### src/rtl/crbs_pkg.sv
// Package: register map, field layout and carrier types for the receive buffer status block
// Function
// RQ1: Store into buffer sets its full flag
// RQ2: Writing zero clears flag, one leaves it
// RQ3: Store into full buffer sets overflow flag
// RQ4: Full flags split low/high sixteen-bit registers
// RQ5: Overflow flags split low/high sixteen-bit registers
// RQ6: Overflow clear means no overrun since clear
// RQ7: Only accepted, error-free stores update flags
// RQ8: Thirty-two buffers, indices zero to thirty-one
// RQ9: Hardware set wins over same-cycle clear
package crbs_pkg;
  // Buffer count and register geometry
  localparam int          NUM_BUFFERS   = 32;
  localparam int          REG_WIDTH     = 16;
  localparam int          ADDR_WIDTH    = 4;
  localparam int          IDX_WIDTH     = 5;
  // Register offsets (word index)
  localparam logic [3:0]  OFF_FULL_LOW  = 4'h0;
  localparam logic [3:0]  OFF_FULL_HIGH = 4'h1;
  localparam logic [3:0]  OFF_OVF_LOW   = 4'h2;
  localparam logic [3:0]  OFF_OVF_HIGH  = 4'h3;
  localparam logic [3:0]  OFF_IRQ_STAT  = 4'h4;
  localparam logic [3:0]  OFF_IRQ_MASK  = 4'h5;
  // Reset values
  localparam logic [15:0] RST_FLAGS     = 16'h0000;
  localparam logic [1:0]  RST_IRQ       = 2'h0;
  // Interrupt status field positions
  localparam int          IRQ_STORE_BIT = 0;
  localparam int          IRQ_OVF_BIT   = 1;
  // Store event from the receive path
  typedef struct packed {
    logic                 valid;   // One-cycle store strobe
    logic                 accepted; // Passed error check and filter match
    logic [4:0]           index;   // Target buffer
  } crbs_store_t;
  // Software register request
  typedef struct packed {
    logic                 wr;
    logic                 rd;
    logic [3:0]           addr;
    logic [15:0]          wdata;
  } crbs_req_t;
endpackage : crbs_pkg

### src/rtl/crbs_rx_buffer_status.sv
// Receive buffer full/overflow status flags with register port and interrupt
`timescale 1ns/1ps
`default_nettype none
module crbs_rx_buffer_status
  import crbs_pkg::*;
(
  // Clock, reset and enable
  input  wire logic        i_clk_sys,
  input  wire logic        i_resetn,
  input  wire logic        i_clk_en,
  // Store event from the receive path
  input  wire crbs_store_t i_store,
  // Register port
  input  wire crbs_req_t   i_req,
  output logic [15:0]      o_rdata,
  // Status outputs
  output logic [31:0]      o_full_flags,
  output logic [31:0]      o_ovf_flags,
  output logic             o_irq
);

  // Flag vectors, bit n belongs to buffer n
  logic [NUM_BUFFERS-1:0] full_flags;   // Buffer holds an unread message
  logic [NUM_BUFFERS-1:0] ovf_flags;    // Store hit an already full buffer
  logic [NUM_BUFFERS-1:0] set_full;     // Per-buffer set request
  logic [NUM_BUFFERS-1:0] set_ovf;      // Per-buffer overrun request
  logic [NUM_BUFFERS-1:0] clr_full;     // Software clear mask
  logic [NUM_BUFFERS-1:0] clr_ovf;      // Software clear mask
  logic [1:0]             irq_stat;     // Sticky event bits
  logic [1:0]             irq_mask;     // Interrupt enables
  logic                   store_ok;     // Qualified store this cycle
  logic                   any_ovf_set;  // Any overrun this cycle
  logic                   wr_full_lo;
  logic                   wr_full_hi;
  logic                   wr_ovf_lo;
  logic                   wr_ovf_hi;

  // Only error-free, filter-matched stores count
  assign store_ok = i_clk_en & i_store.valid & i_store.accepted; // RQ7

  // Write decodes for the flag registers
  assign wr_full_lo = i_clk_en & i_req.wr & (i_req.addr == OFF_FULL_LOW);
  assign wr_full_hi = i_clk_en & i_req.wr & (i_req.addr == OFF_FULL_HIGH);
  assign wr_ovf_lo  = i_clk_en & i_req.wr & (i_req.addr == OFF_OVF_LOW);
  assign wr_ovf_hi  = i_clk_en & i_req.wr & (i_req.addr == OFF_OVF_HIGH);

  // A zero written clears, a one is ignored, so software never sets
  assign clr_full = {wr_full_hi ? ~i_req.wdata : RST_FLAGS,
                     wr_full_lo ? ~i_req.wdata : RST_FLAGS}; // RQ2 RQ4
  assign clr_ovf  = {wr_ovf_hi ? ~i_req.wdata : RST_FLAGS,
                     wr_ovf_lo ? ~i_req.wdata : RST_FLAGS}; // RQ2 RQ5

  // Per-buffer flag logic, one slice per buffer index
  genvar gi;
  generate
    for (gi = 0; gi < NUM_BUFFERS; gi++) begin : g_buf
      // Decode the store index to this buffer
      assign set_full[gi] = store_ok & (i_store.index == IDX_WIDTH'(gi)); // RQ1 RQ8
      // Overrun only when already full before this store
      assign set_ovf[gi]  = set_full[gi] & full_flags[gi]; // RQ3

      // Full flag; set has priority over a same-cycle clear
      always_ff @(posedge i_clk_sys or negedge i_resetn) begin
        if (!i_resetn) begin
          full_flags[gi] <= 1'b0;
        end else if (set_full[gi]) begin
          full_flags[gi] <= 1'b1; // RQ1 RQ9
        end else if (clr_full[gi]) begin
          full_flags[gi] <= 1'b0; // RQ2
        end
      end

      // Overflow flag; stays set until software clears it
      always_ff @(posedge i_clk_sys or negedge i_resetn) begin
        if (!i_resetn) begin
          ovf_flags[gi] <= 1'b0; // RQ6
        end else if (set_ovf[gi]) begin
          ovf_flags[gi] <= 1'b1; // RQ3 RQ9
        end else if (clr_ovf[gi]) begin
          ovf_flags[gi] <= 1'b0; // RQ2 RQ6
        end
      end
    end
  endgenerate

  // Any overrun this cycle feeds the sticky status bit
  assign any_ovf_set = |set_ovf;

  // Interrupt status: write one to clear, hardware set wins
  always_ff @(posedge i_clk_sys or negedge i_resetn) begin
    if (!i_resetn) begin
      irq_stat <= RST_IRQ;
    end else if (i_clk_en) begin
      irq_stat[IRQ_STORE_BIT] <= store_ok |
        (irq_stat[IRQ_STORE_BIT] &
         ~(i_req.wr & (i_req.addr == OFF_IRQ_STAT) & i_req.wdata[IRQ_STORE_BIT])); // RQ9
      irq_stat[IRQ_OVF_BIT] <= any_ovf_set |
        (irq_stat[IRQ_OVF_BIT] &
         ~(i_req.wr & (i_req.addr == OFF_IRQ_STAT) & i_req.wdata[IRQ_OVF_BIT])); // RQ9
    end
  end

  // Interrupt mask register
  always_ff @(posedge i_clk_sys or negedge i_resetn) begin
    if (!i_resetn) begin
      irq_mask <= RST_IRQ;
    end else if (i_clk_en && i_req.wr && i_req.addr == OFF_IRQ_MASK) begin
      irq_mask <= i_req.wdata[1:0];
    end
  end

  // Level interrupt while any unmasked status bit is set
  assign o_irq = |(irq_stat & irq_mask);

  // Read data registered, valid the cycle after the strobe; unmapped reads zero
  always_ff @(posedge i_clk_sys or negedge i_resetn) begin
    if (!i_resetn) begin
      o_rdata <= RST_FLAGS;
    end else if (i_clk_en) begin
      if (!i_req.rd) begin
        o_rdata <= RST_FLAGS;
      end else if (i_req.addr == OFF_FULL_LOW) begin
        o_rdata <= full_flags[15:0]; // RQ4
      end else if (i_req.addr == OFF_FULL_HIGH) begin
        o_rdata <= full_flags[31:16]; // RQ4
      end else if (i_req.addr == OFF_OVF_LOW) begin
        o_rdata <= ovf_flags[15:0]; // RQ5
      end else if (i_req.addr == OFF_OVF_HIGH) begin
        o_rdata <= ovf_flags[31:16]; // RQ5
      end else if (i_req.addr == OFF_IRQ_STAT) begin
        o_rdata <= {14'h0000, irq_stat};
      end else if (i_req.addr == OFF_IRQ_MASK) begin
        o_rdata <= {14'h0000, irq_mask};
      end else begin
        o_rdata <= RST_FLAGS;
      end
    end
  end

  // Flag vectors straight from flip-flops
  assign o_full_flags = full_flags;
  assign o_ovf_flags  = ovf_flags;

  // Properties guarding the flag behaviour
  property p_store_sets_full;
    @(posedge i_clk_sys) disable iff (!i_resetn)
      store_ok |=> full_flags[$past(i_store.index)];
  endproperty
  a_store_sets_full: assert property (p_store_sets_full) // RQ1
    else $error("store did not set full flag");

  property p_overrun_sets_ovf;
    @(posedge i_clk_sys) disable iff (!i_resetn)
      (store_ok && full_flags[i_store.index]) |=> ovf_flags[$past(i_store.index)];
  endproperty
  a_overrun_sets_ovf: assert property (p_overrun_sets_ovf) // RQ3
    else $error("overrun did not set overflow flag");

  property p_no_sw_set;
    @(posedge i_clk_sys) disable iff (!i_resetn)
      (!store_ok) |=> ((full_flags & ~$past(full_flags)) == '0);
  endproperty
  a_no_sw_set: assert property (p_no_sw_set) // RQ2
    else $error("full flag rose without store");

  property p_ovf_needs_cause;
    @(posedge i_clk_sys) disable iff (!i_resetn)
      (any_ovf_set == 1'b0) |=> ((ovf_flags & ~$past(ovf_flags)) == '0);
  endproperty
  a_ovf_needs_cause: assert property (p_ovf_needs_cause) // RQ6
    else $error("overflow flag rose without overrun");

  property p_reject_no_change;
    @(posedge i_clk_sys) disable iff (!i_resetn)
      (i_store.valid && !i_store.accepted && !i_req.wr)
        |=> ($stable(full_flags) && $stable(ovf_flags));
  endproperty
  a_reject_no_change: assert property (p_reject_no_change) // RQ7
    else $error("rejected store changed flags");

  property p_set_beats_clear;
    @(posedge i_clk_sys) disable iff (!i_resetn)
      (store_ok && wr_full_lo && !i_store.index[4] && !i_req.wdata[i_store.index[3:0]])
        |=> full_flags[$past(i_store.index)];
  endproperty
  a_set_beats_clear: assert property (p_set_beats_clear) // RQ9
    else $error("clear beat hardware set");

  property p_clear_low_full;
    @(posedge i_clk_sys) disable iff (!i_resetn)
      (wr_full_lo && !store_ok) |=> (full_flags[15:0] == ($past(full_flags[15:0]) & $past(i_req.wdata)));
  endproperty
  a_clear_low_full: assert property (p_clear_low_full) // RQ4
    else $error("low full register write wrong");

  property p_read_high_ovf;
    @(posedge i_clk_sys) disable iff (!i_resetn)
      (i_clk_en && i_req.rd && i_req.addr == OFF_OVF_HIGH) |=> (o_rdata == $past(ovf_flags[31:16]));
  endproperty
  a_read_high_ovf: assert property (p_read_high_ovf) // RQ5
    else $error("high overflow read wrong");

  // Register writes clear exactly the zero bits of the addressed word
  property p_clear_high_full;
    @(posedge i_clk_sys) disable iff (!i_resetn)
      (wr_full_hi && !store_ok)
        |=> (full_flags[31:16] == ($past(full_flags[31:16]) & $past(i_req.wdata)));
  endproperty
  a_clear_high_full: assert property (p_clear_high_full) // RQ4
    else $error("high full register write wrong");

  property p_clear_low_ovf;
    @(posedge i_clk_sys) disable iff (!i_resetn)
      (wr_ovf_lo && !any_ovf_set)
        |=> (ovf_flags[15:0] == ($past(ovf_flags[15:0]) & $past(i_req.wdata)));
  endproperty
  a_clear_low_ovf: assert property (p_clear_low_ovf) // RQ5
    else $error("low overflow register write wrong");

  property p_clear_high_ovf;
    @(posedge i_clk_sys) disable iff (!i_resetn)
      (wr_ovf_hi && !any_ovf_set)
        |=> (ovf_flags[31:16] == ($past(ovf_flags[31:16]) & $past(i_req.wdata)));
  endproperty
  a_clear_high_ovf: assert property (p_clear_high_ovf) // RQ5
    else $error("high overflow register write wrong");

  // Read data mirror the addressed word one cycle after the strobe
  property p_read_low_full;
    @(posedge i_clk_sys) disable iff (!i_resetn)
      (i_clk_en && i_req.rd && i_req.addr == OFF_FULL_LOW)
        |=> (o_rdata == $past(full_flags[15:0]));
  endproperty
  a_read_low_full: assert property (p_read_low_full) // RQ4
    else $error("low full read wrong");

  property p_read_high_full;
    @(posedge i_clk_sys) disable iff (!i_resetn)
      (i_clk_en && i_req.rd && i_req.addr == OFF_FULL_HIGH)
        |=> (o_rdata == $past(full_flags[31:16]));
  endproperty
  a_read_high_full: assert property (p_read_high_full) // RQ4
    else $error("high full read wrong");

  property p_read_low_ovf;
    @(posedge i_clk_sys) disable iff (!i_resetn)
      (i_clk_en && i_req.rd && i_req.addr == OFF_OVF_LOW)
        |=> (o_rdata == $past(ovf_flags[15:0]));
  endproperty
  a_read_low_ovf: assert property (p_read_low_ovf) // RQ5
    else $error("low overflow read wrong");

  property p_rdata_idle;
    @(posedge i_clk_sys) disable iff (!i_resetn)
      (i_clk_en && !i_req.rd) |=> (o_rdata == RST_FLAGS);
  endproperty
  a_rdata_idle: assert property (p_rdata_idle) // RQ2
    else $error("read data not zero outside a read");

  // Flags fall only through a software clear of their own word
  property p_full_holds;
    @(posedge i_clk_sys) disable iff (!i_resetn)
      (!wr_full_lo && !wr_full_hi) |=> ((~full_flags & $past(full_flags)) == '0);
  endproperty
  a_full_holds: assert property (p_full_holds) // RQ2
    else $error("full flag fell without clear");

  property p_ovf_holds;
    @(posedge i_clk_sys) disable iff (!i_resetn)
      (!wr_ovf_lo && !wr_ovf_hi) |=> ((~ovf_flags & $past(ovf_flags)) == '0);
  endproperty
  a_ovf_holds: assert property (p_ovf_holds) // RQ6
    else $error("overflow flag fell without clear");

  // Sticky status follows every qualified store and overrun
  property p_store_irq;
    @(posedge i_clk_sys) disable iff (!i_resetn)
      store_ok |=> irq_stat[IRQ_STORE_BIT];
  endproperty
  a_store_irq: assert property (p_store_irq) // RQ1
    else $error("store did not raise status bit");

  property p_ovf_irq;
    @(posedge i_clk_sys) disable iff (!i_resetn)
      any_ovf_set |=> irq_stat[IRQ_OVF_BIT];
  endproperty
  a_ovf_irq: assert property (p_ovf_irq) // RQ3
    else $error("overrun did not raise status bit");

  // A low clock enable freezes every flag and the read word
  property p_freeze;
    @(posedge i_clk_sys) disable iff (!i_resetn)
      (!i_clk_en) |=> ($stable(full_flags) && $stable(ovf_flags) && $stable(o_rdata));
  endproperty
  a_freeze: assert property (p_freeze) // RQ7
    else $error("state moved with clock enable low");

  // Main scenarios the bench is expected to reach
  c_store: cover property (@(posedge i_clk_sys) disable iff (!i_resetn) store_ok);
  c_set_beats_clear: cover property (@(posedge i_clk_sys) disable iff (!i_resetn)
    store_ok && wr_full_lo);
  c_overrun: cover property (@(posedge i_clk_sys) disable iff (!i_resetn) any_ovf_set);
  c_clear_full: cover property (@(posedge i_clk_sys) disable iff (!i_resetn)
    wr_full_hi ##1 (full_flags[31:16] == 16'h0000));
  c_irq: cover property (@(posedge i_clk_sys) disable iff (!i_resetn) o_irq);

endmodule : crbs_rx_buffer_status
`default_nettype wire

### config.mk
export PLATFORM = sky130hd
export DESIGN_NAME = crbs_rx_buffer_status
export DESIGN_NICKNAME = d
export VERILOG_FILES = /design/src/rtl/crbs_pkg.sv /design/src/rtl/crbs_rx_buffer_status.sv
export SDC_FILE = /design/constraint.sdc
export NUM_CORES = 1
export LEC_CHECK = 0
export BUFFER_PORTS_ARGS = -buffer_cell sky130_fd_sc_hd__buf_4
export CORE_MARGIN = 10
export CORE_UTILIZATION = 57
export CTS_CLUSTER_SIZE = 30
export DETAILED_ROUTE_END_ITERATION = 16
export PLACE_DENSITY = 0.88
export SLEW_MARGIN = 20
export SYNTH_ARGS = -nofsm -noshare
export SYNTH_HDL_FRONTEND = slang
export SYNTH_SLANG_ARGS = --single-unit
### constraint.sdc
create_clock -name i_clk_sys -period 4.8 [get_ports i_clk_sys]
set_clock_uncertainty 0.05 [all_clocks]
set_input_delay 0.96 -clock i_clk_sys [delete_from_list [all_inputs] [get_ports i_clk_sys]]
set_output_delay 0.96 -clock i_clk_sys [all_outputs]
set_load 0.05 [all_outputs]
-- Word level (Yosys, flattened, before mapping)
Index checks and enable logic that the tools add are counted.
- flip-flop bits (word level): 84
- bits in latches: 0
- RAM bits: 0
- memory bits (read-only): 0
- output and inout bits: 81
- memories kept: 0
- $add $sub $neg: 0
- $mul: 0
- divide/modulo/power cells: 0
- magnitude comparators: 0
- eq/ne operators: 36
- shift-type cells: 0
- mux-type cells: 139
- bitwise logic cells: 82
- reduce and logical (&&, ||, !) cells: 70
- operators with widths (kind ; number):
    two-way mux 16 bit ; 9
    two-way mux 1 bit ; 128
    nonzero test 2 bit ; 64
    equality test 5 bit, second input constant ; 16
    AND 1 bit ; 76
    equality test 5 x 4 -> 1 bit, second input constant ; 8
    OR reduction 32 bit ; 1
    equality test 5 x 3 -> 1 bit, second input constant ; 4
    NOT 16 bit ; 1
    equality test 5 x 2 -> 1 bit, second input constant ; 2
    equality test 4 x 2 -> 1 bit, second input constant ; 2
    equality test 4 x 3 -> 1 bit, second input constant ; 2
    equality test 5 x 1 -> 1 bit, second input constant ; 1
    zero test 5 bit ; 1
    equality test 4 x 1 -> 1 bit, second input constant ; 1
    zero test 4 bit ; 1
    two-way mux 2 bit ; 2
    AND 2 bit ; 1
    logical AND 1 bit ; 2
    NOT 1 bit ; 2
    OR 1 bit ; 2
    OR reduction 2 bit ; 1

-- Longest topological paths before layout
- word-level depth: 8
- depth in mapped cells: 8
- depth with buffers taken out: 4

-- Worst setup path after synthesis
OpenSTA, ideal clock, no wires.
- path type: in2reg
- start: in i_req[17] in the netlist's numbering
- end: reg full_flags[8] (netlist: o_full_flags[8])
- setup time: 0.131 ns
- arrival time: 2.301 ns
- data required time: 4.619 ns
- path slack: 2.318 ns
- stages on the path: 8
- buffers on the path: 4
- cells stage by stage: buf_6 -> or4_4 -> buf_6 -> or2_1 -> buf_6 -> buf_6 -> o21ai_2 -> o21ai_1
- cells in the longest elaborated chain, start to end: 4
- RTL lines (what ; line ; source):
    from (decl) ; crbs_rx_buffer_status.sv:14 ; input wire crbs_req_t i_req,
    zero test 4 bit ; crbs_rx_buffer_status.sv:42 ; assign wr_full_lo = i_clk_en & i_req.wr & (i_req.addr == OFF_FULL_LOW);
    AND 1 bit ; crbs_rx_buffer_status.sv:42 ;
    two-way mux 16 bit ; crbs_rx_buffer_status.sv:49 ; wr_full_lo ? ~i_req.wdata : RST_FLAGS};
    nonzero test 2 bit (no source line) ; -- ;
    to (signal, indexed assignment) ; crbs_rx_buffer_status.sv:65 ; full_flags[gi] <= 1'b0;
    to (signal, indexed assignment) ; crbs_rx_buffer_status.sv:67 ; full_flags[gi] <= 1'b1;
    to (signal, indexed assignment) ; crbs_rx_buffer_status.sv:69 ; full_flags[gi] <= 1'b0;
    to (decl) ; crbs_rx_buffer_status.sv:23 ; logic [NUM_BUFFERS-1:0] full_flags;
No other way between the ends.
A chain may end at the register's enable or synchronous reset.

-- Final worst setup path
- start: in i_req[16] in the netlist's numbering
- end: reg full_flags[27] (netlist: o_full_flags[27])
- cells in the longest elaborated chain, start to end: 4
- RTL lines (what ; line ; source):
    equality test 4 x 1 -> 1 bit ; crbs_rx_buffer_status.sv:43 ; assign wr_full_hi = i_clk_en & i_req.wr & (i_req.addr == OFF_FULL_HIGH);
    AND 1 bit ; crbs_rx_buffer_status.sv:43 ;
    two-way mux 16 bit ; crbs_rx_buffer_status.sv:48 ; assign clr_full = {wr_full_hi ? ~i_req.wdata : RST_FLAGS,
    nonzero test 2 bit (no source line) ; -- ;
No other way between the ends.

==> metrics.txt <==
status finished, final reports clean; CTS tree built; final worst slack 1811 ps; top cells by count, synth 84 x dfrtp_1, 80 x o21ai_0, 34 x nand3_1; Min Hold Slack approximately 460 ps; Die W between 100 and 150 um; Iteration-0 DRC Markers 386; largest net degree at the start of global routing 85; drt drc 0; final WL between 10000 and 15000 um; Vias per Instance approximately 6.7; Slew HR 36.71%; syn_area_per_cell 10.00 um^2; synth top area cells dfrtp_1 49%, o21ai_0 9.3%, mux2_2 5.2%; Max Clock Freq ~0.33 GHz; Vias 4189; Synth Area in Compound Gates 20.69%; Clk Latency, worst-skew pair 360 ps; antenna viol nets, final 0; cell taking the most area after synthesis dfrtp_1; warnings from Yosys 0; Max clock buf depth 2; initial antenna violation count 0; register area share after synthesis 48.75%; sequential share of power 47.7%; Slew Limit Fails 0; Adder-Cell Fraction of Synth Area 0%; Crit path top cell by count o21ai_0; Required @ worst endpoint around 5000 ps; combinational family with the most area after synthesis compound AO/OA/AOI/OAI gates; Post-CTS Resized 0; clock root buffer clkbuf_8; FILL cells 554; P_sw 623.2 uW; hold crit path type register to register; CP Class primary input to register; number of I/O port buffers 112; GPL Wtd Cong 0.9340; drt pass-1 iters 5; Num CTS Buffers 9; Final Hold Vio Count 0; total track usage 24.56%; CTS clk-pin slew, worst paths 80 ps; setup bufs post-CTS 0; setup TNS 0 ps; clock share of power 26.3%; I/O Pins 113; pre-CTS WS 1579 ps; Sw Share 35.87%; area delta synth->final 22.81%; H-tree levels 3; P_int about 1100 uW; Synth Area in XOR/XNOR 0%; final period utilization 62.27%; initial core utilization between 50% and 60%; Slowest-stage cell, CP or4_1; VDD IR max 207.1 uV; Post-synth EDFFs 0; critical path's top delay family simple AND/OR/NAND/NOR gates; crit-path cells buf_4 -> nand2b_1 -> or4_1 -> o21ai_0 -> o21ai_0; total congestion overflow 0; WP data arrival approximately 3200 ps; Core Area 7292 um^2; Worst Tran Pin Value 946.5 ps; Leak around 0.0025 uW; Final HPWL DP 9869 um; Yosys top cell area share 48.75%; Comb power frac 25.9%; Synth Area in Simple Gates between 10% and 20%; Synth Cell Area 4312 um^2; Synthesized Nets 463; routed wire length per instance 22.66 um; Hold-fix buffers, CTS 0; post-synthesis mux area share 11.55%; min cycle time layout 2989 ps; Final setup viols 0; worst path bufs/invs 1; number of global-route vias before repair 4210; RSZ-0062 raised after global routing no; die height ~110 um; Yosys reg bits 84; Nets 556; first-pass GRT wire length approximately 22000 um; Worst setup SP type primary input; Die Area about 11000 um^2; Max stage delay on crit path 860 ps; n_diodes 0; max_cap viols 0; FFs w/ async S/R, synth 100.0%; Synth Instances around 430; critical path capture point type register; most frequent cell after synthesis dfrtp_1; Unique masters post-synth 46; leading register cell type out of synthesis dfrtp_1; crit path max fanout 25; layout cells sized above 1 between 30% and 40%; Num Clock Sinks 84; PwrDens between 300 and 400 nW/um^2; FP Rows 31
==> area by class of cell <==
cell class / instances / area (um^2) / share of cell area (%)
clock buffers: 13 / 158.9 / 3.001
clock inverters: 2 / 10.01 / 0.1890
inverters: 10 / 37.54 / 0.7089
multi-input cells: 306 / 2011 / 37.97
flip-flops and latches: 84 / 2102 / 39.70
well taps: 99 / 123.9 / 2.339
repair buffers: 113 / 852.1 / 16.09
==> cell families (layout without fill, tap and decap cells) <==
family,Yosys count,count (layout)
compound gates,149,149
simple gates,116,116
flops,84,84
mux,41,41
buf+inv,41,138
==> worst register-to-register path: stages, from the launching register on <==
cell and delay, ps:
dfrtp_1 450, mux4_2 500, nand4_1 140, nand4_1 100, or4_1 520
==> final timing paths <==
| path | endpoint | depth (start not counted) | startpoint | slack (ps) |
|---|---|---|---|---|
| worst min register to register | o_rdata[11] | 1 | o_rdata[11] | 460 |
| min in group asynchronous | o_rdata[13] | 1 | i_resetn | 570 |
| worst min-delay path | o_rdata[11] | 1 | o_rdata[11] | 460 |
| max in group asynchronous | o_ovf_flags[27] | 1 | i_resetn | 3560 |
| worst max register to register | irq_stat[1] | 4 | o_full_flags[15] | 2930 |
| worst max-delay path | o_full_flags[27] | 5 | i_req[16] | 1810 |
==> power groups by stage <==
| stage | combinational, uW | sequential (uW) | clock, uW |
|---|---|---|---|
| 4_1_cts | 450 | 825 | 456 |
| 6_report | 451 | 829 | 458 |
| 5_1_grt | 475 | 834 | 489 |
| 3_5_place_dp | 449 | 839 | 0 |
| 2_1_floorplan | 135 | 976 | 0 |
| 3_3_place_gp | 438 | 836 | 0 |
==> flip-flops by register name (all words and copies together), names as in the netlist <==
| name | count |
|---|---|
| o_full_flags | 32 |
| o_rdata | 16 |
| o_ovf_flags | 32 |
| irq_mask | 2 |
| irq_stat | 2 |
==> through the flow <==
step,util (%),cell area [um^2],cells,total power [uW]
floorplan,-,4312,431,1111
global placement,70.25,5122,612,1274
detailed placement,70.25,5122,612,1287
CTS,72.56,5291,627,1731
global route,72.62,5295,627,1799
finish,72.62,5295,627,1737
==> cells in the final DEF, fill, tap and decap left out, types with 11 or more instances in the layout <==
master,synthesis,routed
o221ai_1,14,14
mux2i_1,16,16
o21ai_0,80,80
nand3_1,34,34
dfrtp_1,84,84
mux2_2,20,20
buf_4,0,112
a21oi_1,16,16
nand2_1,33,33
clkbuf_8,0,11
==> per-layer routing <==
| metal | GRT usage [%] | up-vias | share of wire, % |
|---|---|---|---|
| met4 | 13.64 | 0 | 4.1 |
| met2 | 38.85 | 294 | 48 |
| met3 | 6.587 | 54 | 9.5 |
| met5 | 0 | - | 0 |
| li1 | - | 1791 | - |
| met1 | 29.86 | 2050 | 38 |
Power figures use the tool's default switching activity.
